$ cat config.mk
export PLATFORM = sky130hd
export DESIGN_NAME = potc_top
export DESIGN_NICKNAME = d
export VERILOG_FILES = /design/src/hdl/potc_pkg.sv /design/src/hdl/potc_stream_if.sv /design/src/hdl/potc_fifo.sv /design/src/hdl/potc_top.sv
export SDC_FILE = /design/constraint.sdc
export NUM_CORES = 1
export LEC_CHECK = 0
export BUFFER_PORTS_ARGS = -buffer_cell sky130_fd_sc_hd__clkbuf_2
export CORE_ASPECT_RATIO = 1.75
export CORE_MARGIN = 2
export CORE_UTILIZATION = 47
export CTS_CLUSTER_SIZE = 25
export DETAILED_ROUTE_END_ITERATION = 7
export SYNTH_ARGS = -nofsm -noshare
export SYNTH_HDL_FRONTEND = slang
export SYNTH_HIERARCHICAL = 1
export SYNTH_SLANG_ARGS = --single-unit
$ cat constraint.sdc
create_clock -name clk -period 3.3 [get_ports clk]
set_clock_uncertainty 0.2 [all_clocks]
set_input_delay 0.495 -clock clk [delete_from_list [all_inputs] [get_ports clk]]
set_output_delay 0.495 -clock clk [all_outputs]
set_load 0.005 [all_outputs]
$ cat src/hdl/potc_pkg.sv
//
// Behaviour
// RQ1: Level drivers fire only where storage stage set
// RQ2: Feed driver fires on every output transfer
// RQ3: Punch contact cycles 16.7 ms, 2 open
// RQ4: One debounced trigger per contact closure
// RQ5: Guard 3 ms, or 2 ms if pending
// RQ6: Pending set mid-run ends guard early
// RQ7: Guard expiry with pending sets transfer latch
// RQ8: Guard expiry without pending skips this cycle
// RQ9: Storage load sets the pending latch
// RQ10: Drivers hold until contact opens
// RQ11: Transfer latch starts 0.5 ms release delay
// RQ12: Release clears storage, pending and transfer
// RQ13: Eight indicators follow the eight drivers
// RQ14: Source sends at most 3500 combinations/minute
// RQ15: Punch idles about once per forty combinations
// RQ16: Transfer pulse loads set stages, sets pending
// RQ17: Stage set needs receive stage and pulse
// RQ18: Timers are down-counters with parameter reloads; the debounce counter counts up from zero instead
// RQ19: Contact synchronised, debounce is a parameter
package potc_pkg;
  // ----------------------------------------------------------------
  // Clock and timing
  // ----------------------------------------------------------------
  localparam int CLK_PERIOD_NS = 50;
  localparam int GUARD_LONG_NS = 3000000;
  localparam int GUARD_SHORT_NS = 2000000;
  localparam int RELEASE_NS = 500000;
  localparam int DEBOUNCE_NS = 100000;
  localparam int GUARD_LONG_CYC = GUARD_LONG_NS / CLK_PERIOD_NS;
  localparam int GUARD_SHORT_CYC = GUARD_SHORT_NS / CLK_PERIOD_NS;
  localparam int RELEASE_CYC = RELEASE_NS / CLK_PERIOD_NS;
  localparam int DEBOUNCE_CYC = DEBOUNCE_NS / CLK_PERIOD_NS;
  // ----------------------------------------------------------------
  // Data path
  // ----------------------------------------------------------------
  localparam int LEVELS = 7;
  localparam int FIFO_DEPTH = 4;
  localparam int QUICK_SHIFT = 2;
  localparam int SYNC_LAST = 2;
endpackage

$ cat src/hdl/potc_stream_if.sv
`timescale 1ns/1ns
`default_nettype none
// Valid/ready word stream between the buffer and its users
interface potc_stream_if #(parameter int W = 7);
  logic [W-1:0] data;
  logic valid;
  logic ready;
  modport src (output data, output valid, input ready);
  modport snk (input data, input valid, output ready);
endinterface
`default_nettype wire

$ cat src/hdl/potc_fifo.sv
`timescale 1ns/1ns
`default_nettype none
module potc_fifo
  import potc_pkg::*;
#(
  parameter int W = LEVELS,
  parameter int D = FIFO_DEPTH
)
(
  input wire logic clk,
  input wire logic rst_n,
  potc_stream_if.snk wr,
  potc_stream_if.src rd
);
  localparam int AW = $clog2(D);
  typedef struct packed {
    logic [D-1:0][W-1:0] mem;
    logic [AW-1:0] wp;
    logic [AW-1:0] rp;
    logic [AW:0] cnt;
    logic full;
    logic empty;
  } potc_fifo_s;
  potc_fifo_s st;
  potc_fifo_s next_st;
  // ----------------------------------------------------------------
  // Pointers, count and registered flags
  // ----------------------------------------------------------------
  always_comb
  begin
    logic push;
    logic pop;
    push = wr.valid && !st.full;
    pop = rd.ready && !st.empty;
    next_st = st;
    if (push)
    begin
      next_st.mem[st.wp] = wr.data;
      next_st.wp = (st.wp == AW'(D - 1)) ? '0 : st.wp + 1'b1;
    end
    if (pop)
    begin
      next_st.rp = (st.rp == AW'(D - 1)) ? '0 : st.rp + 1'b1;
    end
    next_st.cnt = st.cnt + (AW + 1)'(push) - (AW + 1)'(pop);
    next_st.full = (next_st.cnt == (AW + 1)'(D));
    next_st.empty = (next_st.cnt == '0);
  end
  // State register
  always_ff @(posedge clk)
  begin
    if (!rst_n)
    begin
      st <= '0;
      st.empty <= 1'b1;
    end
    else
    begin
      st <= next_st;
    end
  end
  assign wr.ready = !st.full;
  assign rd.valid = !st.empty;
  assign rd.data = st.mem[st.rp];
endmodule
`default_nettype wire

$ cat src/hdl/potc_top.sv
`timescale 1ns/1ns
`default_nettype none
module potc_top
  import potc_pkg::*;
#(
  parameter int GUARD_LONG = GUARD_LONG_CYC,
  parameter int GUARD_SHORT = GUARD_SHORT_CYC,
  parameter int RELEASE = RELEASE_CYC,
  parameter int DEBOUNCE = DEBOUNCE_CYC,
  parameter int DEPTH = FIFO_DEPTH
)
(
  input wire logic clk,
  input wire logic rst_n,
  input wire logic contact,
  input wire logic [LEVELS-1:0] recv_level,
  input wire logic storage_xfer,
  output logic store_ready,
  output logic [LEVELS-1:0] level_out,
  output logic feed_out,
  output logic [LEVELS:0] indicator,
  output logic pending,
  output logic store_release
);
  localparam int TW = $clog2(GUARD_LONG + 1);
  localparam int RW = $clog2(RELEASE + 1);
  localparam int DW = $clog2(DEBOUNCE + 1);
  typedef struct packed {
    logic [SYNC_LAST:0] sync;
    logic deb;
    logic [DW-1:0] deb_cnt;
    logic trig;
    logic open;
    logic run;
    logic start_pend;
    logic [TW-1:0] tmr;
    logic [LEVELS-1:0] store;
    logic pend;
    logic xfer;
    logic rel_run;
    logic [RW-1:0] rel_tmr;
    logic rel;
    logic in_ready;
    logic [LEVELS-1:0] lvl;
    logic feed;
    logic [LEVELS:0] ind;
  } potc_top_s;
  potc_top_s st;
  potc_top_s next_st;
  logic expire;
  logic load;
  potc_stream_if #(.W(LEVELS)) in_s ();
  potc_stream_if #(.W(LEVELS)) out_s ();
  // ----------------------------------------------------------------
  // Buffer between storage transfer and the storage stages
  // ----------------------------------------------------------------
  // Receive stages captured only on a transfer pulse (see RQ17)
  assign in_s.data = recv_level;
  assign in_s.valid = storage_xfer;
  // Storage takes the next word only while idle (see RQ16)
  assign load = out_s.valid && !st.pend && !st.xfer;
  assign out_s.ready = load;
  assign expire = st.run && (st.tmr == TW'(1));
  potc_fifo #(.W(LEVELS), .D(DEPTH)) u_fifo (
    .clk(clk),
    .rst_n(rst_n),
    .wr(in_s.snk),
    .rd(out_s.src)
  );
  // ----------------------------------------------------------------
  // Next-state logic
  // ----------------------------------------------------------------
  always_comb
  begin
    next_st = st;
    next_st.trig = 1'b0;
    next_st.open = 1'b0;
    next_st.rel = 1'b0;
    next_st.in_ready = in_s.ready;
    // Three-stage synchroniser on the contact pin (see RQ19)
    next_st.sync = {st.sync[SYNC_LAST-1:0], contact};
    // Debounce: change accepted after a stable interval (see RQ4)
    if ((st.sync[2] == st.sync[1]) && (st.sync[2] != st.deb))
    begin
      if (st.deb_cnt == DW'(DEBOUNCE - 1))
      begin
        next_st.deb = st.sync[2];
        next_st.deb_cnt = '0;
        next_st.trig = st.sync[2];
        next_st.open = !st.sync[2];
      end
      else
      begin
        next_st.deb_cnt = st.deb_cnt + 1'b1;
      end
    end
    else
    begin
      next_st.deb_cnt = '0;
    end
    // Guard down-counter, reload picked by pending (see RQ5, RQ18)
    if (st.trig)
    begin
      next_st.run = 1'b1;
      next_st.start_pend = st.pend || load;
      next_st.tmr = (st.pend || load) ? TW'(GUARD_SHORT) : TW'(GUARD_LONG);
    end
    else if (expire)
    begin
      next_st.run = 1'b0;
      next_st.tmr = '0;
    end
    else if (st.run)
    begin
      next_st.tmr = st.tmr - 1'b1;
      // Pending arriving mid-run shortens the guard (see RQ6)
      if (load && !st.start_pend)
      begin
        next_st.start_pend = 1'b1;
        if (st.tmr > TW'(GUARD_LONG - GUARD_SHORT + 1))
        begin
          next_st.tmr = st.tmr - TW'(GUARD_LONG - GUARD_SHORT + 1);
        end
        else if ((st.tmr >> QUICK_SHIFT) > TW'(1))
        begin
          next_st.tmr = st.tmr >> QUICK_SHIFT;
        end
        else
        begin
          next_st.tmr = TW'(1);
        end
      end
    end
    // Storage load copies the buffer word into the stages and sets the pending latch (see RQ9, RQ16)
    if (load)
    begin
      next_st.store = out_s.data;
      next_st.pend = 1'b1;
    end
    // Contact opening drops all drivers unless a transfer fires in the same cycle (see RQ10)
    if (st.open)
    begin
      next_st.lvl = '0;
      next_st.feed = 1'b0;
    end
    // Expiry with pending fires the transfer; without, skip (see RQ7, RQ8, RQ15)
    if (expire && st.pend && !st.xfer)
    begin
      next_st.xfer = 1'b1;
      next_st.lvl = st.store; // see RQ1
      next_st.feed = 1'b1; // see RQ2
      next_st.rel_run = 1'b1; // see RQ11
      next_st.rel_tmr = RW'(RELEASE);
    end
    // Release delay down-counter (see RQ11, RQ18)
    if (st.rel_run)
    begin
      if (st.rel_tmr == RW'(1))
      begin
        next_st.rel_run = 1'b0;
        next_st.rel_tmr = '0;
        next_st.rel = 1'b1;
        // Release empties storage and both latches (see RQ12)
        next_st.store = '0;
        next_st.pend = 1'b0;
        next_st.xfer = 1'b0;
      end
      else
      begin
        next_st.rel_tmr = st.rel_tmr - 1'b1;
      end
    end
    // Indicators mirror the drivers (see RQ13)
    next_st.ind = {next_st.feed, next_st.lvl};
  end
  // State register
  always_ff @(posedge clk)
  begin
    if (!rst_n)
    begin
      st <= '0;
    end
    else
    begin
      st <= next_st;
    end
  end
  // Outputs
  assign store_ready = st.in_ready;
  assign level_out = st.lvl;
  assign feed_out = st.feed;
  assign indicator = st.ind;
  assign pending = st.pend;
  assign store_release = st.rel;
  // ----------------------------------------------------------------
  // Checks
  // ----------------------------------------------------------------
  // Cycles since the last trigger and since the last transfer
  // Pending state seen when the guard last started
  int g_el;
  int r_el;
  logic pend_at_trig;
  always_ff @(posedge clk)
  begin
    if (!rst_n)
    begin
      g_el <= 0;
      r_el <= 0;
      pend_at_trig <= 1'b0;
    end
    else
    begin
      g_el <= st.trig ? 0 : g_el + 1;
      r_el <= (!st.xfer) ? 0 : r_el + 1;
      pend_at_trig <= st.trig ? st.pend : pend_at_trig;
    end
  end
  property p_levels;
    @(posedge clk) disable iff (!rst_n)
    $rose(st.xfer) |-> (level_out == $past(st.store));
  endproperty
  a_levels: assert property (p_levels) else $error("level drivers differ from storage"); // see RQ1
  property p_feed;
    @(posedge clk) disable iff (!rst_n)
    $rose(st.xfer) |-> feed_out && (indicator[LEVELS] == 1'b1);
  endproperty
  a_feed: assert property (p_feed) else $error("feed driver missing on transfer"); // see RQ2
  property p_one_trig;
    @(posedge clk) disable iff (!rst_n)
    st.trig |=> !st.trig [*8];
  endproperty
  a_one_trig: assert property (p_one_trig) else $error("contact closure retriggered"); // see RQ4
  property p_short_guard;
    @(posedge clk) disable iff (!rst_n)
    (expire && pend_at_trig && !st.trig) |-> (g_el == GUARD_SHORT - 1);
  endproperty
  a_short_guard: assert property (p_short_guard) else $error("guard too long"); // see RQ5
  // Pending arriving mid-run ends the guard between short and long
  property p_mid_guard;
    @(posedge clk) disable iff (!rst_n)
    (expire && st.start_pend && !pend_at_trig && !st.trig) |->
      (g_el >= GUARD_SHORT - 1) && (g_el <= GUARD_LONG - 1);
  endproperty
  a_mid_guard: assert property (p_mid_guard) else $error("early expiry out of range"); // see RQ6
  property p_long_guard;
    @(posedge clk) disable iff (!rst_n)
    (expire && !st.start_pend) |-> (g_el == GUARD_LONG - 1);
  endproperty
  a_long_guard: assert property (p_long_guard) else $error("guard not 3 ms"); // see RQ5
  property p_fire;
    @(posedge clk) disable iff (!rst_n)
    (expire && st.pend && !st.xfer) |=> st.xfer && st.rel_run;
  endproperty
  a_fire: assert property (p_fire) else $error("transfer latch not set"); // see RQ7
  property p_skip;
    @(posedge clk) disable iff (!rst_n)
    (expire && !st.pend && !st.xfer) |=> !st.xfer;
  endproperty
  a_skip: assert property (p_skip) else $error("transfer without pending"); // see RQ8
  property p_drop;
    @(posedge clk) disable iff (!rst_n)
    (st.open && !(expire && st.pend)) |=> !feed_out && (level_out == '0);
  endproperty
  a_drop: assert property (p_drop) else $error("drivers held past opening"); // see RQ10
  property p_release;
    @(posedge clk) disable iff (!rst_n)
    st.rel |-> (r_el == RELEASE);
  endproperty
  a_release: assert property (p_release) else $error("release delay wrong"); // see RQ11
  property p_clear;
    @(posedge clk) disable iff (!rst_n)
    st.rel |-> !st.pend && !st.xfer && (st.store == '0);
  endproperty
  a_clear: assert property (p_clear) else $error("release left state"); // see RQ12
  property p_pend;
    @(posedge clk) disable iff (!rst_n)
    load |=> pending;
  endproperty
  a_pend: assert property (p_pend) else $error("load did not set pending"); // see RQ9
  // Driver, indicator and storage gating
  property p_indicator;
    @(posedge clk) disable iff (!rst_n)
    indicator == {feed_out, level_out};
  endproperty
  a_indicator: assert property (p_indicator) else $error("indicator differs from driver"); // see RQ13
  property p_level_gate;
    @(posedge clk) disable iff (!rst_n)
    !feed_out |-> (level_out == '0);
  endproperty
  a_level_gate: assert property (p_level_gate) else $error("level driver without transfer"); // see RQ1
  property p_store_gate;
    @(posedge clk) disable iff (!rst_n)
    !load |=> ((st.store & ~$past(st.store)) == '0);
  endproperty
  a_store_gate: assert property (p_store_gate) else $error("storage set without transfer"); // see RQ17
  property p_rel_pulse;
    @(posedge clk) disable iff (!rst_n)
    store_release |=> !store_release;
  endproperty
  a_rel_pulse: assert property (p_rel_pulse) else $error("release pulse too long"); // see RQ11
  property p_deb_sync;
    @(posedge clk) disable iff (!rst_n)
    st.trig |-> ($past(st.sync[2]) && $past(st.sync[1]));
  endproperty
  a_deb_sync: assert property (p_deb_sync) else $error("trigger without settled contact"); // see RQ19
endmodule
`default_nettype wire

==> results of run 1 <==
-- critical path, delay by kind of cell (launching register included) --
family                     cells  cell delay, ns
adders and majority gates      3            0.78
DFF                            1            0.39
and+or+nand+nor                3            0.80
buffers and inverters          2            0.09
xor gates and xnor gates       2            0.36
-- layer usage --
metal / track usage, % / vias up / routed length (microns)
li1: - / 2189 / -
met1: 23.5 / 2149 / 5070
met2: 37.2 / 82 / 6810
met3: 2.57 / 19 / 276
met4: 8.97 / 0 / 297
met5: 0 / - / 0
-- cell type report --
type	count	area (sq um)	share of cell area, %
Clock buffer	9	225	3.81
Timing Repair Buffer	41	235	3.98
Inverter	18	67.6	1.14
Tap cell	135	169	2.86
Clock inverter	7	80.1	1.35
Multi-Input combinational cell	440	3020	51.0
Sequential cell	106	2120	35.9
-- synth_stat cells, types with 6 or more instances --
master    count  area [sq um]
nand2_1      36           135
clkbuf_1     18          67.6
nor3_1       13          65.1
xnor2_1       8          70.1
mux2i_1      42           420
nor2_1       61           229
nand3_1      16          80.1
inv_1        17          63.8
xor2_1       10          87.6
mux4_2        7           158
nand3b_1     12          90.1
buf_4        15           113
buf_2        12          60.1
a21oi_1      39           195
o21ai_0      36           180
nand4_1       6          37.5
buf_6         7          78.8
dfxtp_1     106          2120
nor2b_1      34           213
nor4_1       11          68.8
ha_1         12           150
-- registers in the layout (all words and copies together) (netlist names) --
name / cells
feed_out: 1
indicator: 1
level_out: 6
next_st: 2
pending: 1
st: 56
store_ready: 1
store_release: 1
u_fifo/st: 37
-- path summary, 6_finish.rpt --
kind,from,end,slack [ns],cells after the start
setup / recovery,pending,u_fifo/st[1],0.62,10
hold reg to reg,st[62],st[62],0.25,1
hold / removal,contact,next_st[75],0.16,2
setup reg to reg,pending,u_fifo/st[1],0.62,10
-- power groups by stage --
stage	clock network (mW)	logic, mW	registers [mW]
finish	1.09	0.633	1.44
global route	1.17	0.703	1.46
CTS	1.12	0.635	1.44
detailed placement	0	0.634	1.47
global placement	0	0.619	1.46
floorplan	0	0.524	1.44
-- cells by family (layout without fill, tap and decap cells) --
group / after synthesis / in the layout
compound gates: 125 / 125
fa+ha+maj: 13 / 13
buf+inv: 73 / 75
xor+xnor: 18 / 18
mux: 51 / 51
simple gates: 233 / 233
flops: 106 / 106
==> impl_results.md, run 1 <==
* Outcome: finished clean
* Sequential share of power at 45.5%
* Post-synthesis xor/xnor area fraction at 2.84%
* Root Buffer: clkbuf_16
* Post-DP HPWL at 8780 microns
* Synthesis-to-finish area growth at 6.61%
* Synth Area in Compound Gates at 14.6%
* Leakage at 2.43 nW
* Die footprint at 12700 sq um
* Cells after Synth at 619
* Antenna diode count at 0
* CP Max Fanout at 8
* Number of synthesized flops with an enable pin at 0
* Syn_area_per_cell at 8.96 sq um
* # H-tree levels at 3
* Fin crit period at 2.68 ns
* CP peak stage delay at 0.39 ns
* Synth Cell Area at 5550 sq um
* Adder-cell share of the synthesized area at 3.07%
* Comb pwr share at 20.0%
* Core Rows at 52
* Slew margin rel. at 29.9%
* Drt first pass iters at 5
* Main synth FF type: dfxtp_1
* Die height at 148 microns
* Routed vias at 4439
* Post-CTS Setup Bufs at 0
* Pre-CTS setup slack at 0.635 ns
* Routed Antenna Nets at 0
* Pint at 2.22 mW
* Peak supply drop at 0.362 mV
* Global-route wire length before repair at 21000 microns
* Part of the power in the clock network at 34.5%
* CTS Buf Count at 9
* Worst Path Class, Setup: reg2reg
* Number of top-level pins at 30
* WL/cell at 16.5 microns
* Fmax at 373 MHz
* Bufs on Longest Clock Path at 2
* Setup violators final at 0
* Fraction of power spent switching nets at 30.0%
* Core area at 11500 sq um
* Critical path required time at 3.39 ns
* Placed cells at 740
* Crit path DAT at 2.77 ns
* Synthesized flop and latch total at 106
* Library cells used by synthesis at 74
* Hold buffers post-CTS at 0
* Core Util, Final at 51.4%
* Asr flop ratio synth at 0%
* CTS resizes at 0
* Hold Vio Cnt, Final at 0
* Layout cell share with drive strength beyond 1 at 12.7%
* TNS Setup at 0 ns
* Type of the worst min-delay path: in2reg
* Detailed Route Iter0 Violations at 327
* Starting Density at 48.2%
* Fin crit share at 81.2%
* Mux cell area share after synthesis at 10.8%
* Vias/cell at 5.87
* Commonest non-fill, non-tap cell in the layout: dfxtp_1
* Yosys warns at 6
* Seq/Total Area, Yosys at 38.2%
* Post-Route WL at 12500 microns
* CTS tree: yes
* RSZ-0062 raised after global routing: no
* Design Area, Final at 5920 sq um
* Sw power at 0.951 mW
* Commonest non-fill, non-tap cells in the layout: dfxtp_1, nor2_1, mux2i_1
* Simple-Gate Fraction of Synth Area at 23.1%
* P per Cell Area at 535 nW/um^2
* Largest family of logic cells by synthesized area: simple AND/OR/NAND/NOR gates
* Largest net degree at the start of global routing at 62
* Total Nets Final at 640
* Crit start category: register
* Slew Viols, Final at 0
* Worst path cell trace: nor3b_1 > nor2b_1 > ha_1 > inv_1 > ha_1 > inv_1 > fa_1 > xnor2_1 > xnor2_1 > and4b_1
* Worst-skew pair later-pin latency at 0.35 ns
* Final cell count without fillers at 756
* Routability cong. at 0.891
* Clk slew on worst S/H paths at 0.08 ns
* Final setup margin at 0.620 ns
* Die X at 86.1 microns
* Mapped Nets at 643
* Max-Cap Viols at 0
* # fillers at 1115
* Placement Cell Area at 5610 sq um
* CP endpoint kind: register
* Crit-path slowest cell: dfxtp_1
* Initial antenna violation count at 0
* Clock tree sinks at 106
* Tot GR Track Use at 20.5%
* Hold slack at 0.156 ns
* Total gr overflow at 0
* Least-Margin Pin Slew at 1.04 ns
* Total Power at 3.17 mW
* Buffers added on ports at 29
* Vias in the first global route at 4415
* DRC violations left at 0
Power figures use the tool's default switching activity.
==> run 2: changes to the inputs <==
==> constraint.sdc (replaced) <==
create_clock -name clk -period 2.5 [get_ports clk]
set_clock_uncertainty 0.2 [all_clocks]
set_input_delay 0.375 -clock clk [delete_from_list [all_inputs] [get_ports clk]]
set_output_delay 0.375 -clock clk [all_outputs]
set_load 0.005 [all_outputs]
==> run 2 against run 1 <==
Compared with the run above:
- design area up 5.4%
- total power up 36%
- sequential cell count unchanged
- highest routed layer unchanged
==> impl_results.md, run 2 (same netlist as run 1, synthesis figures left out) <==
* Outcome: finished clean (unchanged)
* Drt first pass iters at 5 (unchanged)
* Core Rows at 52 (unchanged)
* Die height at 148 microns (unchanged)
* Worst reg2reg path depth at 11 (was 10)
* # fillers at 1072 (was 1115)
* Worst path cell trace: inv_2 > nor3b_4 > nor2b_4 > ha_1 > inv_1 > ha_1 > inv_1 > fa_2 > xnor2_2 > xnor2_2 > and4b_1 (was nor3b_1 > nor2b_1 > ha_1 > inv_1 > ha_1 > inv_1 > fa_1 > xnor2_1 > xnor2_1 > and4b_1)
* Total Nets Final at 670 (was 640)
* CP endpoint kind: register (unchanged)
* Clk slew on worst S/H paths at 0.08 ns (about the same)
* Final setup margin at 0.109 ns (was 0.620 ns)
* CP peak stage delay at 0.39 ns (about the same)
* Family with the most delay on the worst path: adder cells (was simple AND/OR/NAND/NOR gates)
* Detailed Route Iter0 Violations at 278 (was 327)
* Die X at 86.1 microns (unchanged)
* WL/cell at 16.7 microns (was 16.5 microns)
* Biggest register: st (unchanged)
* CP Max Fanout at 4 (was 8)
* Tot GR Track Use at 21.4% (was 20.5%)
* # H-tree levels at 3 (unchanged)
* Layout cell share with drive strength beyond 1 at 19.2% (was 12.7%)
* Worst R2R Setup Slack at 0.11 ns (was 0.62 ns)
* Reg area at 2130 sq um (was 2120 sq um)
* Worst Path Class, Setup: reg2reg (unchanged)
* Core area at 11500 sq um (unchanged)
* Commonest non-fill, non-tap cell in the layout: dfxtp_1 (unchanged)
* Post-DP HPWL at 9360 microns (was 8780 microns)
* Leakage at 2.62 nW (was 2.43 nW)
* Peak supply drop at 0.532 mV (was 0.362 mV)
* Fin crit share at 95.6% (was 81.2%)
* Max-Cap Viols at 0 (unchanged)
* Hold buffers post-CTS at 0 (unchanged)
* Antenna diode count at 0 (unchanged)
* Type of the worst min-delay path: in2reg (unchanged)
* DRC violations left at 0 (unchanged)
* Global-route wire length before repair at 21800 microns (was 21000 microns)
* Slew Viols, Final at 0 (unchanged)
* Number of top-level pins at 30 (unchanged)
* Hold Path Cell Cnt at 2 (unchanged)
* Hold_sp: contact (unchanged)
* Slew margin rel. at 58.6% (was 29.9%)
* Initial antenna violation count at 0 (unchanged)
* Vias in the first global route at 4449 (was 4415)
* Commonest non-fill, non-tap cells in the layout: dfxtp_1, nor2_1, mux2i_1 (unchanged)
* Routability cong. at 0.914 (was 0.891)
* Max FFs per register at 56 (unchanged)
* Global Route met1 Usage at 24.0% (was 23.5%)
* Bufs on Longest Clock Path at 2 (unchanged)
* Min-Delay Endpoint: next_st[75] (unchanged)
* Hold Vio Cnt, Final at 0 (unchanged)
* Grt peak-use layer: met2 (unchanged)
* Starting Density at 48.2% (unchanged)
* Total gr overflow at 0 (unchanged)
* Pre-CTS setup slack at 0.0120 ns (was 0.635 ns)
* Least-Margin Pin Slew at 0.620 ns (was 1.04 ns)
* Routed vias at 4517 (was 4439)
* P per Cell Area at 690 nW/um^2 (was 535 nW/um^2)
* Crit path buffers/inverters at 3 (was 2)
* Core Util, Final at 54.1% (was 51.4%)
* CTS tree: yes (unchanged)
* Vias/cell at 5.75 (was 5.87)
* Critical path required time at 2.60 ns (was 3.39 ns)
* Routed Antenna Nets at 0 (unchanged)
* Buffers added on ports at 29 (unchanged)
* Crit-path slowest cell: dfxtp_1 (unchanged)
* Synthesis-to-finish area growth at 12.3% (was 6.61%)
* Crit path DAT at 2.49 ns (was 2.77 ns)
* Largest net degree at the start of global routing at 62 (unchanged)
* GRT met2 Usage at 39.8% (was 37.2%)
* Die footprint at 12700 sq um (unchanged)
* Fin crit period at 2.39 ns (was 2.68 ns)
* Fmax at 418 MHz (was 373 MHz)
* Area of the multi-input gates at 3090 sq um (was 3020 sq um)
* Root Buffer: clkbuf_16 (unchanged)
* Worst R2R End: u_fifo/st[1] (unchanged)
* CTS Buf Count at 9 (unchanged)
* Worst-skew pair later-pin latency at 0.35 ns (about the same)
* Clock tree sinks at 106 (unchanged)
* Post-Route WL at 13100 microns (was 12500 microns)
* Crit start category: register (unchanged)
* RR Startpoint: u_fifo/st[0] (was pending)
* Met3 Resource Use GR at 3.24% (was 2.57%)
* Setup violators final at 0 (unchanged)
-- run 2: worst max path at each step --
| stage | start | to | slack [ns] | cells past startpoint |
|---|---|---|---|---|
| CTS | st[43] | st[55] | 0.01 | 8 |
| detailed placement | u_fifo/st[0] | u_fifo/st[1] | 0.01 | 11 |
| floorplan | pending | u_fifo/st[1] | -0.04 | 12 |
| global route | u_fifo/st[0] | u_fifo/st[1] | -0.02 | 11 |
| global placement | st[18] | pending | 0.1 | 7 |
| finish | u_fifo/st[0] | u_fifo/st[1] | 0.11 | 11 |
-- run 2: area by class of cell --
cell class,count,area share [%]
clock inverters,7,1.26
clock buffers,9,3.61
well taps,135,2.71
flip-flops and latches,106,34.1
multi-input cells,440,49.6
inverters,18,1.08
repair buffers,71,7.59
-- run 2: worst reg2reg max path, cell delays in order, from the launching register on --
cell	delay, ns
dfxtp_1	0.39
inv_2	0.07
nor3b_4	0.15
nor2b_4	0.13
ha_1	0.28
inv_1	0.05
ha_1	0.13
inv_1	0.05
fa_2	0.35
xnor2_2	0.19
xnor2_2	0.15
and4b_1	0.21
-- run 2: metal layers --
metal / vias up / part of all wire, %
met5: - / 0
met4: 0 / 1.7
met3: 22 / 3.1
met2: 103 / 55
met1: 2155 / 41
li1: 2237 / -
-- run 2: timing repair --
item,4_1_cts,5_1_grt
pin swaps,0,5
setup endpoints to repair,1,22
gates resized for setup,0,20
buffers inserted,1,2
-- run 2: where the power goes --
group / internal [mW] / switching (mW)
clock: 0.712 / 0.717
combinational: 0.492 / 0.470
sequential: 1.80 / 0.105
total: 3.01 / 1.29
-- run 2: per-stage QoR --
step                      instances  hold slack, ns  instance area, sq um  power [mW]  setup TNS [ns]
after floorplan                 619           0.212                  5580        2.62         -0.0528
after global placement          767           0.227                  5840        2.81               0
after detailed placement        767           0.226                  5840        2.83               0
after CTS                       784          0.0367                  6150        4.29               0
after global routing            786          0.0336                  6230        4.53         -0.0235
final                           786          0.0423                  6230        4.30               0
==> run 3: changes to the inputs <==
--- a/config.mk
+++ b/config.mk
@@ -6,7 +6,7 @@
 export NUM_CORES = 1
 export LEC_CHECK = 0
 export BUFFER_PORTS_ARGS = -buffer_cell sky130_fd_sc_hd__clkbuf_2
-export CORE_ASPECT_RATIO = 1.75
+export CORE_ASPECT_RATIO = 0.8
 export CORE_MARGIN = 2
 export CORE_UTILIZATION = 47
 export CTS_CLUSTER_SIZE = 25
==> constraint.sdc (replaced) <==
create_clock -name clk -period 2.9 [get_ports clk]
set_clock_uncertainty 0.2 [all_clocks]
set_input_delay 0.435 -clock clk [delete_from_list [all_inputs] [get_ports clk]]
set_output_delay 0.435 -clock clk [all_outputs]
set_load 0.005 [all_outputs]
==> run 3 against run 2 <==
Compared with the run above:
- worst setup slack improved by 0.18 ns
- sequential cell count did not move
- sequential power fell by 15%
- wire length fell by 8.4%
- critical path depth fell by 3
- hold slack improved by 0.058 ns
- largest power group unchanged
- count of clock-buffer cells in the layout rose by 2
- combinational power fell by 23%
- register-to-register slack improved by 0.18 ns
- non-clock buffer count fell by 25
==> impl_results.md, run 3 (same netlist as run 1, synthesis figures left out) <==
* Outcome: finished clean (unchanged)
* Post-DP HPWL at 8230 microns (was 9360 microns)
* Post-Route WL at 12000 microns (was 13100 microns)
* RSZ-0062 raised after global routing: no
* Die X at 125 microns (was 86.1 microns)
* # fillers at 1064 (was 1072)
* Total gr overflow at 0 (unchanged)
* Synthesis-to-finish area growth at 7.22% (was 12.3%)
* Placed cells at 758 (was 767)
* Slew Viols, Final at 0 (unchanged)
* Die footprint at 12700 sq um (about the same)
* CTS tree: yes (unchanged)
* Hold buffers post-CTS at 0 (unchanged)
* Post-CTS Setup Bufs at 0 (was 1)
* Crit path DAT at 2.67 ns (was 2.49 ns)
* Global-route wire length before repair at 20000 microns (was 21800 microns)
* Crit start category: register (unchanged)
* P per Cell Area at 598 nW/um^2 (was 690 nW/um^2)
* Clk slew on worst S/H paths at 0.07 ns (was 0.08 ns)
* CTS Buf Count at 9 (unchanged)
* CTS resizes at 0 (unchanged)
* Commonest non-fill, non-tap cells in the layout: dfxtp_1, nor2_1, mux2i_1 (unchanged)
* Max FFs per register at 56 (unchanged)
* Drt first pass iters at 4 (was 5)
* Vias in the first global route at 4054 (was 4449)
* CP Max Fanout at 7 (was 4)
* Vias/cell at 5.67 (was 5.75)
* Total Nets Final at 645 (was 670)
* Buffers added on ports at 29 (unchanged)
* Root Buffer: clkbuf_16 (unchanged)
* Least-Margin Pin Slew at 0.779 ns (was 0.620 ns)
* Placement Cell Area at 5660 sq um (was 5840 sq um)
* Worst Path Class, Setup: reg2reg (unchanged)
* Critical path required time at 2.97 ns (was 2.60 ns)
* Die height at 101 microns (was 148 microns)
* Initial antenna violation count at 0 (unchanged)
* Fmax at 383 MHz (was 418 MHz)
* Design Area, Final at 5950 sq um (was 6230 sq um)
* Setup violators final at 0 (unchanged)
* Core area at 11500 sq um (about the same)
* # H-tree levels at 3 (unchanged)
* Commonest non-fill, non-tap cell in the layout: dfxtp_1 (unchanged)
* Starting Density at 48.2% (about the same)
* Peak supply drop at 0.340 mV (was 0.532 mV)
* Worst-skew pair later-pin latency at 0.34 ns (was 0.35 ns)
* Hold Vio Cnt, Final at 0 (unchanged)
* Layout cell share with drive strength beyond 1 at 13.3% (was 19.2%)
* Fin crit period at 2.61 ns (was 2.39 ns)
* Leakage at 2.45 nW (was 2.62 nW)
* Largest net degree at the start of global routing at 62 (unchanged)
* DRC violations left at 0 (unchanged)
* Type of the worst min-delay path: in2reg (unchanged)
* Core Rows at 35 (was 52)
* WL/cell at 15.5 microns (was 16.7 microns)
* Routed Antenna Nets at 0 (unchanged)
* Antenna diode count at 0 (unchanged)
* Bufs on Longest Clock Path at 2 (unchanged)
* Detailed Route Iter0 Violations at 344 (was 278)
* Biggest register: st (unchanged)
* Clock tree sinks at 106 (unchanged)
* Slew margin rel. at 47.9% (was 58.6%)
* Number of top-level pins at 30 (unchanged)
* Routability cong. at 0.895 (was 0.914)
* Final cell count without fillers at 774 (was 786)
* TNS Setup at 0 ns (unchanged)
* CP endpoint kind: register (unchanged)
* Max-Cap Viols at 0 (unchanged)
* Fin crit share at 90.0% (was 95.6%)
* Routed vias at 4389 (was 4517)
* Tot GR Track Use at 19.4% (was 21.4%)
[run 3: per-stage QoR]
step | hold WS [ns] | utilization [%] | setup WS (ns) | power (mW)
detailed placement | 0.225 | 49.2 | 0.308 | 2.40
finish | 0.100 | 51.7 | 0.291 | 3.56
global route | 0.104 | 51.7 | 0.00426 | 3.74
global placement | 0.224 | 49.2 | 0.370 | 2.38
CTS | 0.0886 | 51.7 | 0.264 | 3.59
floorplan | 0.212 | - | 0.122 | 2.23
[run 3: area by class of cell]
cell class	count	area, sq um	share of cell area, %
sequential	106	2120	35.7
inverter	18	67.6	1.14
tap	148	185	3.11
clock inverter	5	42.5	0.715
multi-input combinational	440	3020	50.7
clock buffer	11	243	4.08
timing repair buffer	46	273	4.58
[run 3: path summary, 6_finish.rpt]
kind                                  start           to  slack [ns]  cells past startpoint
worst max-delay path                 st[42]       st[56]        0.29                      8
worst min-delay path                contact  next_st[75]        0.10                      2
worst max register to register       st[42]       st[56]        0.29                      8
worst min register to register  next_st[75]  next_st[76]        0.24                      1
[run 3: worst max-delay path, stage by stage (launching register included)]
cell and delay (ns):
dfxtp_1 0.44, inv_1 0.09, ha_1 0.30, or4b_1 0.27, nand2_1 0.19, a21oi_1 0.30, o21ai_0 0.17, or4_1 0.50
o221ai_1 0.08
[run 3: power by group]
group	internal, mW	switching [mW]	leakage [nW]
Clock	0.620	0.571	0.142
Sequential	1.55	0.0751	0.858
Combinational	0.359	0.381	1.45
[run 3: routing by layer]
metal / up-vias / routed length, microns / GRT usage [%]
met4: 0 / 123 / 5.04
met1: 2057 / 6100 / 27.6
met5: - / 0 / 0
met2: 118 / 5160 / 30.3
met3: 10 / 605 / 4.17
li1: 2204 / - / -
